==> src/rtl/pdl_defines.svh <==
// Register offsets and reset values of the port data block.
// Assumes inclusion by bare name from the package or the design files.
`ifndef PDL_DEFINES_SVH
`define PDL_DEFINES_SVH
// Printed offsets are not all word multiples, so they are indices
`define PDL_IDX_SINK_ENABLE   12'hf82
`define PDL_IDX_SINK_LVL_UP   12'hf83
`define PDL_IDX_SINK_LVL_LO   12'hf84
`define PDL_IDX_PA_IN         12'hfd2
`define PDL_IDX_PA_OUT        12'hfd3
`define PDL_IDX_PB_IN         12'hfd6
`define PDL_IDX_PB_OUT        12'hfd7
`define PDL_IDX_PC_IN         12'hfda
`define PDL_IDX_PC_OUT        12'hfdb
`define PDL_IDX_PD_IN         12'hfde
`define PDL_IDX_PD_OUT        12'hfdf
`define PDL_IDX_PA_DIR        12'hfe0
`define PDL_IDX_PB_DIR        12'hfe1
`define PDL_IDX_PC_DIR        12'hfe2
`define PDL_IDX_PD_DIR        12'hfe3
`define PDL_IDX_PA_ALT        12'hfe4
`define PDL_IDX_PB_ALT        12'hfe5
`define PDL_IDX_PC_ALT        12'hfe6
`define PDL_IDX_PD_ALT        12'hfe7
`define PDL_IDX_PA_OD         12'hfe8
`define PDL_IDX_PB_OD         12'hfe9
`define PDL_IDX_PC_OD         12'hfea
`define PDL_IDX_PD_OD         12'hfeb
`define PDL_RESET_BYTE        8'h00
`define PDL_ZERO_WORD         32'h0000_0000
`endif

==> src/rtl/pdl_pkg.sv <==
// Types shared by the port data and sink drive design files.
// Assumes the defines header is on the include path.
package pdl_pkg;
  `include "pdl_defines.svh"
  typedef logic [7:0] pdl_byte_t;
  typedef logic [1:0] pdl_level_t;
  typedef enum logic [1:0] {
    PDL_SINK_3MA,
    PDL_SINK_7MA,
    PDL_SINK_13MA,
    PDL_SINK_20MA
  } pdl_sink_e;
endpackage

==> src/rtl/pdl_pin_drive.sv <==
// One port's pin driver: output value, direction, alternate and open drain.
// Assumes direction 1 means output; alternate pins are driven elsewhere.
`timescale 1ns/1ps
`include "pdl_defines.svh"
module pdl_pin_drive
  import pdl_pkg::*;
(
  input  wire logic      clk,
  input  wire logic      reset_n,
  input  wire pdl_byte_t outValue,
  input  wire pdl_byte_t dirOut,
  input  wire pdl_byte_t altFunc,
  input  wire pdl_byte_t openDrain,
  output pdl_byte_t      pinOut,
  output pdl_byte_t      pinOe_n
);
  typedef struct packed {
    pdl_byte_t pinOut;
    pdl_byte_t pinOe_n;
  } pdl_drv_s;
  pdl_drv_s state;
  pdl_drv_s next_state;
  // Drive only plain outputs; open drain releases the high level
  always_comb begin
    next_state.pinOut = outValue;
    next_state.pinOe_n = ~(dirOut & ~altFunc
                           & ~(openDrain & outValue));
  end
  always_ff @(posedge clk) begin
    if (!reset_n) begin
      state.pinOut <= `PDL_RESET_BYTE;
      state.pinOe_n <= 8'hff;
    end else begin
      state <= next_state;
    end
  end
  assign pinOut = state.pinOut;
  assign pinOe_n = state.pinOe_n;
endmodule

==> src/rtl/pdl_port_data_led_drive.sv <==
// Port data registers, pin drivers and Port C current sink control on APB.
// Assumes synchronous pins, one clock and a synchronous active-low reset.
// Notes on behaviour
// - Input read returns sampled pin levels
// - Inputs read-only; absent port reads zero
// - Output driven only if output, not alternate
// - Open drain never drives high
// - Output and sink registers reset zero, RW
// - Sink enable bit connects Port C sink
// - Sink ignores alternate function selection
// - Level bit pair selects 3/7/13/20 mA
`timescale 1ns/1ps
`include "pdl_defines.svh"
module pdl_port_data_led_drive
  import pdl_pkg::*;
(
  input  wire logic        clk,
  input  wire logic        reset_n,
  input  wire logic        psel,
  input  wire logic        penable,
  input  wire logic        pwrite,
  input  wire logic [15:0] paddr,
  input  wire logic [31:0] pwdata,
  input  wire logic [3:0]  pstrb,
  output logic      [31:0] prdata,
  output logic             pready,
  output logic             pslverr,
  input  wire pdl_byte_t   portAIn,
  input  wire pdl_byte_t   portBIn,
  input  wire pdl_byte_t   portCIn,
  output pdl_byte_t        portAOut,
  output pdl_byte_t        portAOe_n,
  output pdl_byte_t        portBOut,
  output pdl_byte_t        portBOe_n,
  output pdl_byte_t        portCOut,
  output pdl_byte_t        portCOe_n,
  output pdl_byte_t        portDOut,
  output pdl_byte_t        portDOe_n,
  output pdl_byte_t        sinkEnable,
  output pdl_byte_t        sinkLevelUpper,
  output pdl_byte_t        sinkLevelLower
);
  typedef struct packed {
    pdl_byte_t   samA;
    pdl_byte_t   samB;
    pdl_byte_t   samC;
    pdl_byte_t   [3:0] outVal;
    pdl_byte_t   [3:0] dir;
    pdl_byte_t   [3:0] alt;
    pdl_byte_t   [3:0] od;
    pdl_byte_t   sinkEn;
    pdl_byte_t   lvlUp;
    pdl_byte_t   lvlLo;
    logic [31:0] rdata;
    logic        ready;
    logic        err;
  } pdl_top_s;
  pdl_top_s state;
  pdl_top_s next_state;
  logic [11:0] regIdx;
  logic        access;
  logic        wrTake;
  logic        mapped;
  logic [31:0] readWord;
  pdl_byte_t   [3:0] pinO;
  pdl_byte_t   [3:0] pinOe;

  // Byte index is the word address; low two address bits must be zero
  function automatic logic [11:0] toIndex(input logic [15:0] a);
    return a[13:2];
  endfunction

  // Current in mA of one pin's level pair, for checks
  function automatic int sinkMilliamp(input pdl_level_t lv);
    case (pdl_sink_e'(lv))
      PDL_SINK_3MA:  return 3;
      PDL_SINK_7MA:  return 7;
      PDL_SINK_13MA: return 13;
      default:       return 20;
    endcase
  endfunction

  assign regIdx = toIndex(paddr);
  assign access = psel && penable && !state.ready;
  // A write lands only at the edge where pready is seen high
  assign wrTake = psel && penable && pwrite && state.ready && mapped
                  && pstrb[0];

  // Read decode; port D has no input sampling and reads zero
  always_comb begin
    mapped = 1'b1;
    readWord = `PDL_ZERO_WORD;
    case (regIdx)
      `PDL_IDX_PA_IN:       readWord[7:0] = state.samA;
      `PDL_IDX_PB_IN:       readWord[7:0] = state.samB;
      `PDL_IDX_PC_IN:       readWord[7:0] = state.samC;
      `PDL_IDX_PD_IN:       readWord[7:0] = `PDL_RESET_BYTE;
      `PDL_IDX_PA_OUT:      readWord[7:0] = state.outVal[0];
      `PDL_IDX_PB_OUT:      readWord[7:0] = state.outVal[1];
      `PDL_IDX_PC_OUT:      readWord[7:0] = state.outVal[2];
      `PDL_IDX_PD_OUT:      readWord[7:0] = state.outVal[3];
      `PDL_IDX_PA_DIR:      readWord[7:0] = state.dir[0];
      `PDL_IDX_PB_DIR:      readWord[7:0] = state.dir[1];
      `PDL_IDX_PC_DIR:      readWord[7:0] = state.dir[2];
      `PDL_IDX_PD_DIR:      readWord[7:0] = state.dir[3];
      `PDL_IDX_PA_ALT:      readWord[7:0] = state.alt[0];
      `PDL_IDX_PB_ALT:      readWord[7:0] = state.alt[1];
      `PDL_IDX_PC_ALT:      readWord[7:0] = state.alt[2];
      `PDL_IDX_PD_ALT:      readWord[7:0] = state.alt[3];
      `PDL_IDX_PA_OD:       readWord[7:0] = state.od[0];
      `PDL_IDX_PB_OD:       readWord[7:0] = state.od[1];
      `PDL_IDX_PC_OD:       readWord[7:0] = state.od[2];
      `PDL_IDX_PD_OD:       readWord[7:0] = state.od[3];
      `PDL_IDX_SINK_ENABLE: readWord[7:0] = state.sinkEn;
      `PDL_IDX_SINK_LVL_UP: readWord[7:0] = state.lvlUp;
      `PDL_IDX_SINK_LVL_LO: readWord[7:0] = state.lvlLo;
      default:              mapped = 1'b0;
    endcase
    if (paddr[1:0] != 2'b00 || paddr[15:14] != 2'b00) begin
      mapped = 1'b0;
    end
  end

  // Register update; answers every access after one wait cycle
  always_comb begin
    next_state = state;
    next_state.samA = portAIn;
    next_state.samB = portBIn;
    next_state.samC = portCIn;
    next_state.ready = access;
    next_state.err = access && !mapped;
    next_state.rdata = (access && !pwrite && mapped) ? readWord
                                                     : `PDL_ZERO_WORD;
    // Writes land as the transfer completes; input indices fall through,
    // so a stray write there leaves every register alone
    if (wrTake) begin
      case (regIdx)
        `PDL_IDX_PA_OUT:      next_state.outVal[0] = pwdata[7:0];
        `PDL_IDX_PB_OUT:      next_state.outVal[1] = pwdata[7:0];
        `PDL_IDX_PC_OUT:      next_state.outVal[2] = pwdata[7:0];
        `PDL_IDX_PD_OUT:      next_state.outVal[3] = pwdata[7:0];
        `PDL_IDX_PA_DIR:      next_state.dir[0] = pwdata[7:0];
        `PDL_IDX_PB_DIR:      next_state.dir[1] = pwdata[7:0];
        `PDL_IDX_PC_DIR:      next_state.dir[2] = pwdata[7:0];
        `PDL_IDX_PD_DIR:      next_state.dir[3] = pwdata[7:0];
        `PDL_IDX_PA_ALT:      next_state.alt[0] = pwdata[7:0];
        `PDL_IDX_PB_ALT:      next_state.alt[1] = pwdata[7:0];
        `PDL_IDX_PC_ALT:      next_state.alt[2] = pwdata[7:0];
        `PDL_IDX_PD_ALT:      next_state.alt[3] = pwdata[7:0];
        `PDL_IDX_PA_OD:       next_state.od[0] = pwdata[7:0];
        `PDL_IDX_PB_OD:       next_state.od[1] = pwdata[7:0];
        `PDL_IDX_PC_OD:       next_state.od[2] = pwdata[7:0];
        `PDL_IDX_PD_OD:       next_state.od[3] = pwdata[7:0];
        `PDL_IDX_SINK_ENABLE: next_state.sinkEn = pwdata[7:0];
        `PDL_IDX_SINK_LVL_UP: next_state.lvlUp = pwdata[7:0];
        `PDL_IDX_SINK_LVL_LO: next_state.lvlLo = pwdata[7:0];
        default:              next_state.err = 1'b0;
      endcase
    end
  end

  // Synchronous reset clears all control state
  always_ff @(posedge clk) begin
    if (!reset_n) begin
      state <= '0;
    end else begin
      state <= next_state;
    end
  end

  // One driver per port keeps the pin logic in one place
  for (genvar p = 0; p < 4; p++) begin : gPort
    pdl_pin_drive uDrive (
      .clk       (clk),
      .reset_n   (reset_n),
      .outValue  (state.outVal[p]),
      .dirOut    (state.dir[p]),
      .altFunc   (state.alt[p]),
      .openDrain (state.od[p]),
      .pinOut    (pinO[p]),
      .pinOe_n   (pinOe[p])
    );
  end

  assign prdata = state.rdata;
  assign pready = state.ready;
  assign pslverr = state.err;
  assign portAOut = pinO[0];
  assign portAOe_n = pinOe[0];
  assign portBOut = pinO[1];
  assign portBOe_n = pinOe[1];
  assign portCOut = pinO[2];
  assign portCOe_n = pinOe[2];
  assign portDOut = pinO[3];
  assign portDOe_n = pinOe[3];
  // Sink controls go straight out; alternate select plays no part
  assign sinkEnable = state.sinkEn;
  assign sinkLevelUpper = state.lvlUp;
  assign sinkLevelLower = state.lvlLo;
endmodule

==> config.mk <==
export PLATFORM = sky130hd
export DESIGN_NAME = pdl_port_data_led_drive
export DESIGN_NICKNAME = d
export VERILOG_FILES = /design/src/rtl/pdl_pkg.sv /design/src/rtl/pdl_pin_drive.sv /design/src/rtl/pdl_port_data_led_drive.sv
export VERILOG_INCLUDE_DIRS = /design/src /design/src/rtl
export SDC_FILE = /design/constraint.sdc
export NUM_CORES = 1
export LEC_CHECK = 0
export BUFFER_PORTS_ARGS = -buffer_cell sky130_fd_sc_hd__buf_2
export CAP_MARGIN = 25
export CORE_MARGIN = 4
export CORE_UTILIZATION = 60
export CTS_CLUSTER_SIZE = 40
export DETAILED_ROUTE_END_ITERATION = 7
export PLACE_DENSITY_LB_ADDON = 0.2
export SETUP_SLACK_MARGIN = 0.3
export SLEW_MARGIN = 10
export SYNTH_ARGS = -nofsm -noshare
export SYNTH_HDL_FRONTEND = slang
export SYNTH_SLANG_ARGS = --single-unit
==> constraint.sdc <==
create_clock -name clk -period 5.2 [get_ports clk]
set_clock_uncertainty 0.15 [all_clocks]
set_input_delay 0.52 -clock clk [delete_from_list [all_inputs] [get_ports clk]]
set_output_delay 0.52 -clock clk [all_outputs]
set_load 0.02 [all_outputs]
==> results of run 1 <==
## registers in the layout, summed over array words and instances (netlist names)
| register | cells |
|---|---|
| prdata | 8 |
| pslverr | 1 |
| gPort.uDrive.pinOe_n | 32 |
| sinkLevelLower | 8 |
| sinkLevelUpper | 8 |
| gPort.uDrive.pinOut | 32 |
| sinkEnable | 8 |
| pready | 1 |
| state | 152 |
## logic make-up (layout without fill, tap and decap cells)
logic type | count (synthesis) | count (layout) | synth area share, %
other | 1 | 24 | 0.0340
flip-flops | 250 | 250 | 45.4
multiplexers | 125 | 125 | 11.5
buffers and inverters | 146 | 219 | 6.96
AND/OR/NAND/NOR | 503 | 503 | 25.2
AO/OA/AOI/OAI | 161 | 161 | 10.9
## how the worst min path moves through the flow
stage | from | to | slack (ns) | cells after the start
6_report | portCIn[5] | state[191] | 0.05 | 2
5_1_grt | portBIn[3] | state[197] | 0.05 | 2
4_1_cts | portCIn[5] | state[191] | 0.04 | 2
3_5_place_dp | state[133] | gPort[1].uDrive.pinOe_n[3] | 0.26 | 1
3_3_place_gp | state[126] | gPort[0].uDrive.pinOe_n[4] | 0.27 | 1
2_1_floorplan | state[125] | gPort[0].uDrive.pinOe_n[3] | 0.24 | 1
## power by group through the flow
stage	Clock, uW	Combinational [uW]	Sequential, uW
floorplan	0	143	1970
global placement	0	201	1970
detailed placement	0	201	1970
CTS	2070	202	1930
global route	2150	218	1930
finish	2060	210	1930
## final cells by class
type | count | area share [%]
flip-flops and latches | 250 | 40.0
multi-input cells | 813 | 42.8
clock buffers | 30 | 5.39
clock inverters | 13 | 2.15
well taps | 229 | 2.29
inverters | 5 | 0.150
repair buffers | 171 | 7.26
## stage by stage
step           setup slack [ns]  hold WS, ns  total power (uW)
2_1_floorplan              2.57        0.242              2110
5_1_grt                    2.12       0.0529              4300
6_report                   2.22       0.0517              4200
4_1_cts                    2.35       0.0431              4210
3_3_place_gp               1.85        0.266              2170
3_5_place_dp               1.83        0.261              2170
## cell usage after synthesis, types with 19 or more instances
| master | number | area (sq um) |
|---|---|---|
| a21boi_0 | 56 | 420 |
| and2_1 | 62 | 388 |
| buf_1 | 19 | 71.3 |
| buf_4 | 56 | 420 |
| clkbuf_1 | 58 | 218 |
| dfxtp_1 | 250 | 5000 |
| mux2i_1 | 118 | 1180 |
| nand2_1 | 146 | 548 |
| nand3_1 | 48 | 240 |
| nand4b_1 | 35 | 307 |
| nor2_1 | 29 | 109 |
| nor2b_1 | 104 | 651 |
## critical path: cells and delay by family
kind	cells	cell delay [ns]
buffers and inverters	2	0.80
AND/OR/NAND/NOR	2	0.44
AO/OA/AOI/OAI	4	1.39
## per-layer routing
layer  track usage, %  wire length, um
met1             49.0            15200
met2             52.9            15800
met3             6.26             3850
met4             13.0             1550
met5                0                0
==> reports/metrics.yaml, run 1 <==
power_and_ir_drop:
  p_int_uw: 3300
  swShare_pct: 21.4
  leakage_uw: 0.00461
  power.share.combinational_pct: 5.0
  pwr-share-seq_pct: 45.9
  clock_power_share_pct: 49.1
  vdd_ir_drop_max_mv: 0.339
  switchingPower_uw: 899
  p_per_area_mw_per_mm2: 336
drt:
  drc: 0
  post_drt_wl_per_cell_um: 24.1
  firstDrtPassIters: 6
  drt-total-wl_mm: 36.5
  drt-initial-drc-count: 1039
  vias: 9322
  vias_per_cell: 6.17
  ant_nets: 0
yosys:
  synth_flop_cell: "dfxtp_1"
  synthesis.area_sq_mm: 0.0110
  synthArstFlopShare_pct: 0
  ys_warn_count: 0
  synth_edf_count: 0
  syn_area_per_cell_sq_um: 9.30
  yosysSeqAreaShare_pct: 45.4
  ys_ff_latch: 250
  synth_cell_types: 64
  synth_cells: 1186
global_routing:
  grt-ovfl-total: 0
  grt_start_max_net_pins: 113
  grt.total_usage_pct: 34.6
  antenna_found_initial: 0
  grt_pass1_vias: 8766
  grt_pass1_wl_mm: 53.8
worst_setup_path:
  cp-start-kind: "primary input"
  r2r-end: "state[179]"
  critical_path_arrival_ns: 3.15
  critPathKind: "primary input to flip-flop"
  path_cells: "buf_2 -> nor4bb_1 -> buf_4 -> a21oi_1 -> nand2_1 -> o311ai_0 -> o21ai_1 -> a31oi_1"
  cp-startpoint: "paddr[3]"
  crit_end: "prdata[3]"
  crit_path_max_incr_delay_ns: 0.95
  required_ns: 5.37
  r2r_setup_slack_ns: 2.71
  timing.rr.start: "pready"
  r2r_cells: 8
  crit_slowest_cell: "o21ai_1"
  cp-end-kind: "flip-flop"
  worstPathMaxFanout: 35
clocking:
  cts_root_buffer: "clkbuf_16"
  cts_resized: 0
  postCtsSetupBuffers: 0
  h-tree-depth: 1
  holdBufCountCts: 0
  clkSinkCount: 250
  cts_tree: "built"
  numCtsBuffers: 25
  worstSkewPairLatency_ns: 0.52
  path_clk_slew_ns: 0.07
  clockBufferDepth: 3
outcome:
  outcome: "finished, final reports clean"
place:
  post-place-cells: 1468
  place.gp.congestion: 0.994
  io_buffers: 151
  place_area_sq_mm: 0.0116
  hpwlAfterDp_mm: 25.5
floorplan:
  dieHeight_um: 144
  io-pin-count: 203
  die_x_um: 144
  fp-row-count: 49
  initial_utilization_pct: 61.2
  die_area_sq_mm: 0.0206
  core_sq_mm: 0.0180
sta:
  slew_headroom_pct: 21.0
  fmax_ghz: 0.335
  setup_viol: 0
  finalMaxSlewViolations: 0
  final_hold_viol_count: 0
  worst_pin_slew_ns: 1.18
  min_period_ns: 2.98
  fin_tns_setup_ns: 0
  rsz0062_at_grt: "no"
  period_share_pct: 57.4
final_layout:
  layout-drive-gt1-share_pct: 18.2
  layout_common_cells: "dfxtp_1, buf_2, nand2_1"
  multi_input_area_sq_mm: 0.00535
  area_delta_synth_final_pct: 13.4
  nets: 1347
  finalInstanceArea_sq_mm: 0.0125
  final_common_cell: "dfxtp_1"
  instances_no_fill: 1511
  regArea_sq_mm: 0.00500
  n_antenna_cell: 0
  num-fill-cells: 1436
  utilization_pct: 69.4
job:
  cap_violations: 0
min_path:
  min_path_type: "primary input to flip-flop"
(Power assumes the default switching activity.)
==> run 2, diff against run 1 <==
- CORE_UTILIZATION: 60 -> 50
- clock period: 5.2 -> 2.5 ns (I/O delays scaled with it)
==> run 2 against run 1 <==
Against the previous run:
- die area increased by 19%
- global-route usage is 4.4 points lower
- final area rose by 9.5%
- critical path depth is the same
- largest cell class unchanged
- highest routed layer is now met5
==> reports/metrics.yaml, run 2 (synthesis gave the netlist of run 1 again) <==
sta:
  setup_viol: 0  # unchanged
  worst_pin_slew_ns: 0.756  # was 1.18 ns
  slew_headroom_pct: 49.4  # was 21.0%
  min_period_ns: 2.02
  fin_ws_ns: 0.485  # was 2.22 ns
  finalMaxSlewViolations: 0  # unchanged
  rsz0062_at_grt: "no"  # unchanged
  fin_tns_setup_ns: 0  # unchanged
  hold_slack_ns: 0.0508  # was 0.0517 ns
  fmax_ghz: 0.496
  period_share_pct: 80.6
  final_hold_viol_count: 0  # unchanged
final_layout:
  layout_common_cells: "dfxtp_1, buf_2, nand2_1"  # unchanged
  largest_reg_flops: 152  # unchanged
  nets: 1472  # was 1,347
  top_regs: "state x152, gPort.uDrive.pinOe_n x32, gPort.uDrive.pinOut x32"  # unchanged
  regArea_sq_mm: 0.00500  # unchanged
  area_delta_synth_final_pct: 24.2  # was 13.4%
  num-fill-cells: 1862  # was 1,436
  layout-drive-gt1-share_pct: 23.7  # was 18.2%
  top_register: "state"  # unchanged
  final_common_cell: "dfxtp_1"  # unchanged
  multi_input_area_sq_mm: 0.00537  # was 0.00535 sq mm
global_routing:
  grt_start_max_net_pins: 108  # was 113
  grt_pass1_wl_mm: 56.2  # was 53.8 mm
  antenna_found_initial: 1  # was 0
  grt_pass1_vias: 8900  # was 8,766
  grt-ovfl-total: 0  # unchanged
  grt.total_usage_pct: 30.1  # was 34.6%
drt:
  drt-initial-drc-count: 841  # was 1,039
  drc: 0  # unchanged
  ant_nets: 0  # unchanged
  vias_per_cell: 5.66  # was 6.17
  firstDrtPassIters: 5  # was 6
  vias: 9571  # was 9,322
  post_drt_wl_per_cell_um: 22.5  # was 24.1 um
  drt-total-wl_mm: 38.0  # was 36.5 mm
worst_setup_path:
  critical_path_arrival_ns: 2.26  # was 3.15 ns
  cp_num_buf_inv: 2  # unchanged
  path_cells: "dlygate4sd3_1 -> buf_2 -> nand2_1 -> or3_4 -> nor3_1 -> nand2_1 -> nand2_1 -> a21boi_0"  # was buf_2 -> nor4bb_1 -> buf_4 -> a21oi_1 -> nand2_1 -> o311ai_0 -> o21ai_1 -> a31oi_1
  r2r_setup_slack_ns: 0.51  # was 2.71 ns
  crit_slowest_cell: "dlygate4sd3_1"  # was o21ai_1
  crit_path_max_incr_delay_ns: 0.52  # was 0.95 ns
  critPathKind: "primary input to flip-flop"  # unchanged
  cp-start-kind: "primary input"  # unchanged
  cp_common_cell: "nand2_1"
  required_ns: 2.75  # was 5.37 ns
  cp-end-kind: "flip-flop"  # unchanged
  worstPathMaxFanout: 8  # was 35
  path_delay_family: "simple AND/OR/NAND/NOR gates"  # was compound AO/OA/AOI/OAI gates
power_and_ir_drop:
  pwr-share-seq_pct: 46.7  # was 45.9%
  vdd_ir_drop_max_mv: 0.548  # was 0.339 mV
  power.share.combinational_pct: 6.3  # was 5.0%
  leakage_uw: 0.00522  # was 0.00461 uW
  switchingPower_uw: 1960  # was 899 uW
  p_int_uw: 6640  # was 3300 uW
  swShare_pct: 22.8  # was 21.4%
  clock_power_share_pct: 47.1  # was 49.1%
  fin_total_pwr_uw: 8600  # was 4200 uW
  p_per_area_mw_per_mm2: 628  # was 336 mW/mm^2
floorplan:
  fp-row-count: 54  # was 49
  core_sq_mm: 0.0218  # was 0.0180 sq mm
  dieHeight_um: 157  # was 144 um
  die_area_sq_mm: 0.0245  # was 0.0206 sq mm
  io-pin-count: 203  # unchanged
  initial_utilization_pct: 50.7  # was 61.2%
  die_x_um: 157  # was 144 um
min_path:
  min_path_type: "primary input to flip-flop"  # unchanged
place:
  dp_slack_ns: 0.0297  # was 1.83 ns
  hpwlAfterDp_mm: 27.7  # was 25.5 mm
  io_buffers: 151  # unchanged
  place.gp.congestion: 1.03  # was 0.994
clocking:
  worstSkewPairLatency_ns: 0.53  # was 0.52 ns
  numCtsBuffers: 26  # was 25
  cts_tree: "built"  # unchanged
  postCtsSetupBuffers: 0  # unchanged
  path_clk_slew_ns: 0.06  # was 0.07 ns
  clockBufferDepth: 3  # unchanged
  cts_root_buffer: "clkbuf_16"  # unchanged
  clkSinkCount: 250  # unchanged
  h-tree-depth: 1  # unchanged
outcome:
  outcome: "finished, final reports clean"  # unchanged
job:
  cap_violations: 0  # unchanged
-- run 2: repair_timing --
| item | 4_1_cts | 5_1_grt |
|---|---|---|
| hold buffers | 27 | 0 |
| resized for setup | 0 | 0 |
| hold endpoints to repair | 26 | 0 |
| setup endpoints to repair | 0 | 0 |
-- run 2: layout make-up --
class	instances	share of cell area, %
inverter	5	0.137
clock buffer	38	5.82
tap	280	2.56
timing repair buffer	295	14.9
sequential	250	36.5
antenna	1	0.0183
multi-input combinational	813	39.2
clock inverter	10	0.877
-- run 2: worst min-delay path, delay by kind of cell --
kind	cells	cell delay, ns
AO/OA/AOI/OAI	2	0.16
buffers and inverters	1	0.10
AND/OR/NAND/NOR	1	0.16
-- run 2: final timing paths --
check	start	endpoint	depth (start not counted)
setup / recovery	penable	state[134]	8
hold / removal	psel	pslverr	4
setup reg to reg	pready	state[134]	6
hold reg to reg	state[123]	gPort[0].uDrive.pinOe_n[1]	1
-- run 2: power by group through the flow --
stage                     combinational, uW  clock, uW  sequential, uW
final                                   541       4050            4010
after detailed placement                493          0            4100
after global routing                    566       4260            4010
after floorplan                         299          0            4100
after CTS                               526       4080            4010
after global placement                  493          0            4100
-- run 2: layer usage --
metal / share of wire, % / global-route usage (%) / vias up / routed length, um
li1: - / - / 4498 / -
met1: 44 / 42.6 / 4516 / 16600
met2: 44 / 46.7 / 476 / 16800
met3: 8.3 / 5.01 / 79 / 3150
met4: 3.8 / 10.8 / 2 / 1440
met5: 0.018 / 0 / - / 7
-- run 2: through the flow --
stage	utilization [%]	std cells	instance area, sq um
6_report	63.0	1692	13700
5_1_grt	63.0	1691	13700
4_1_cts	63.0	1691	13700
3_5_place_dp	57.5	1616	12500
3_3_place_gp	57.5	1616	12500
2_1_floorplan	-	1209	11100
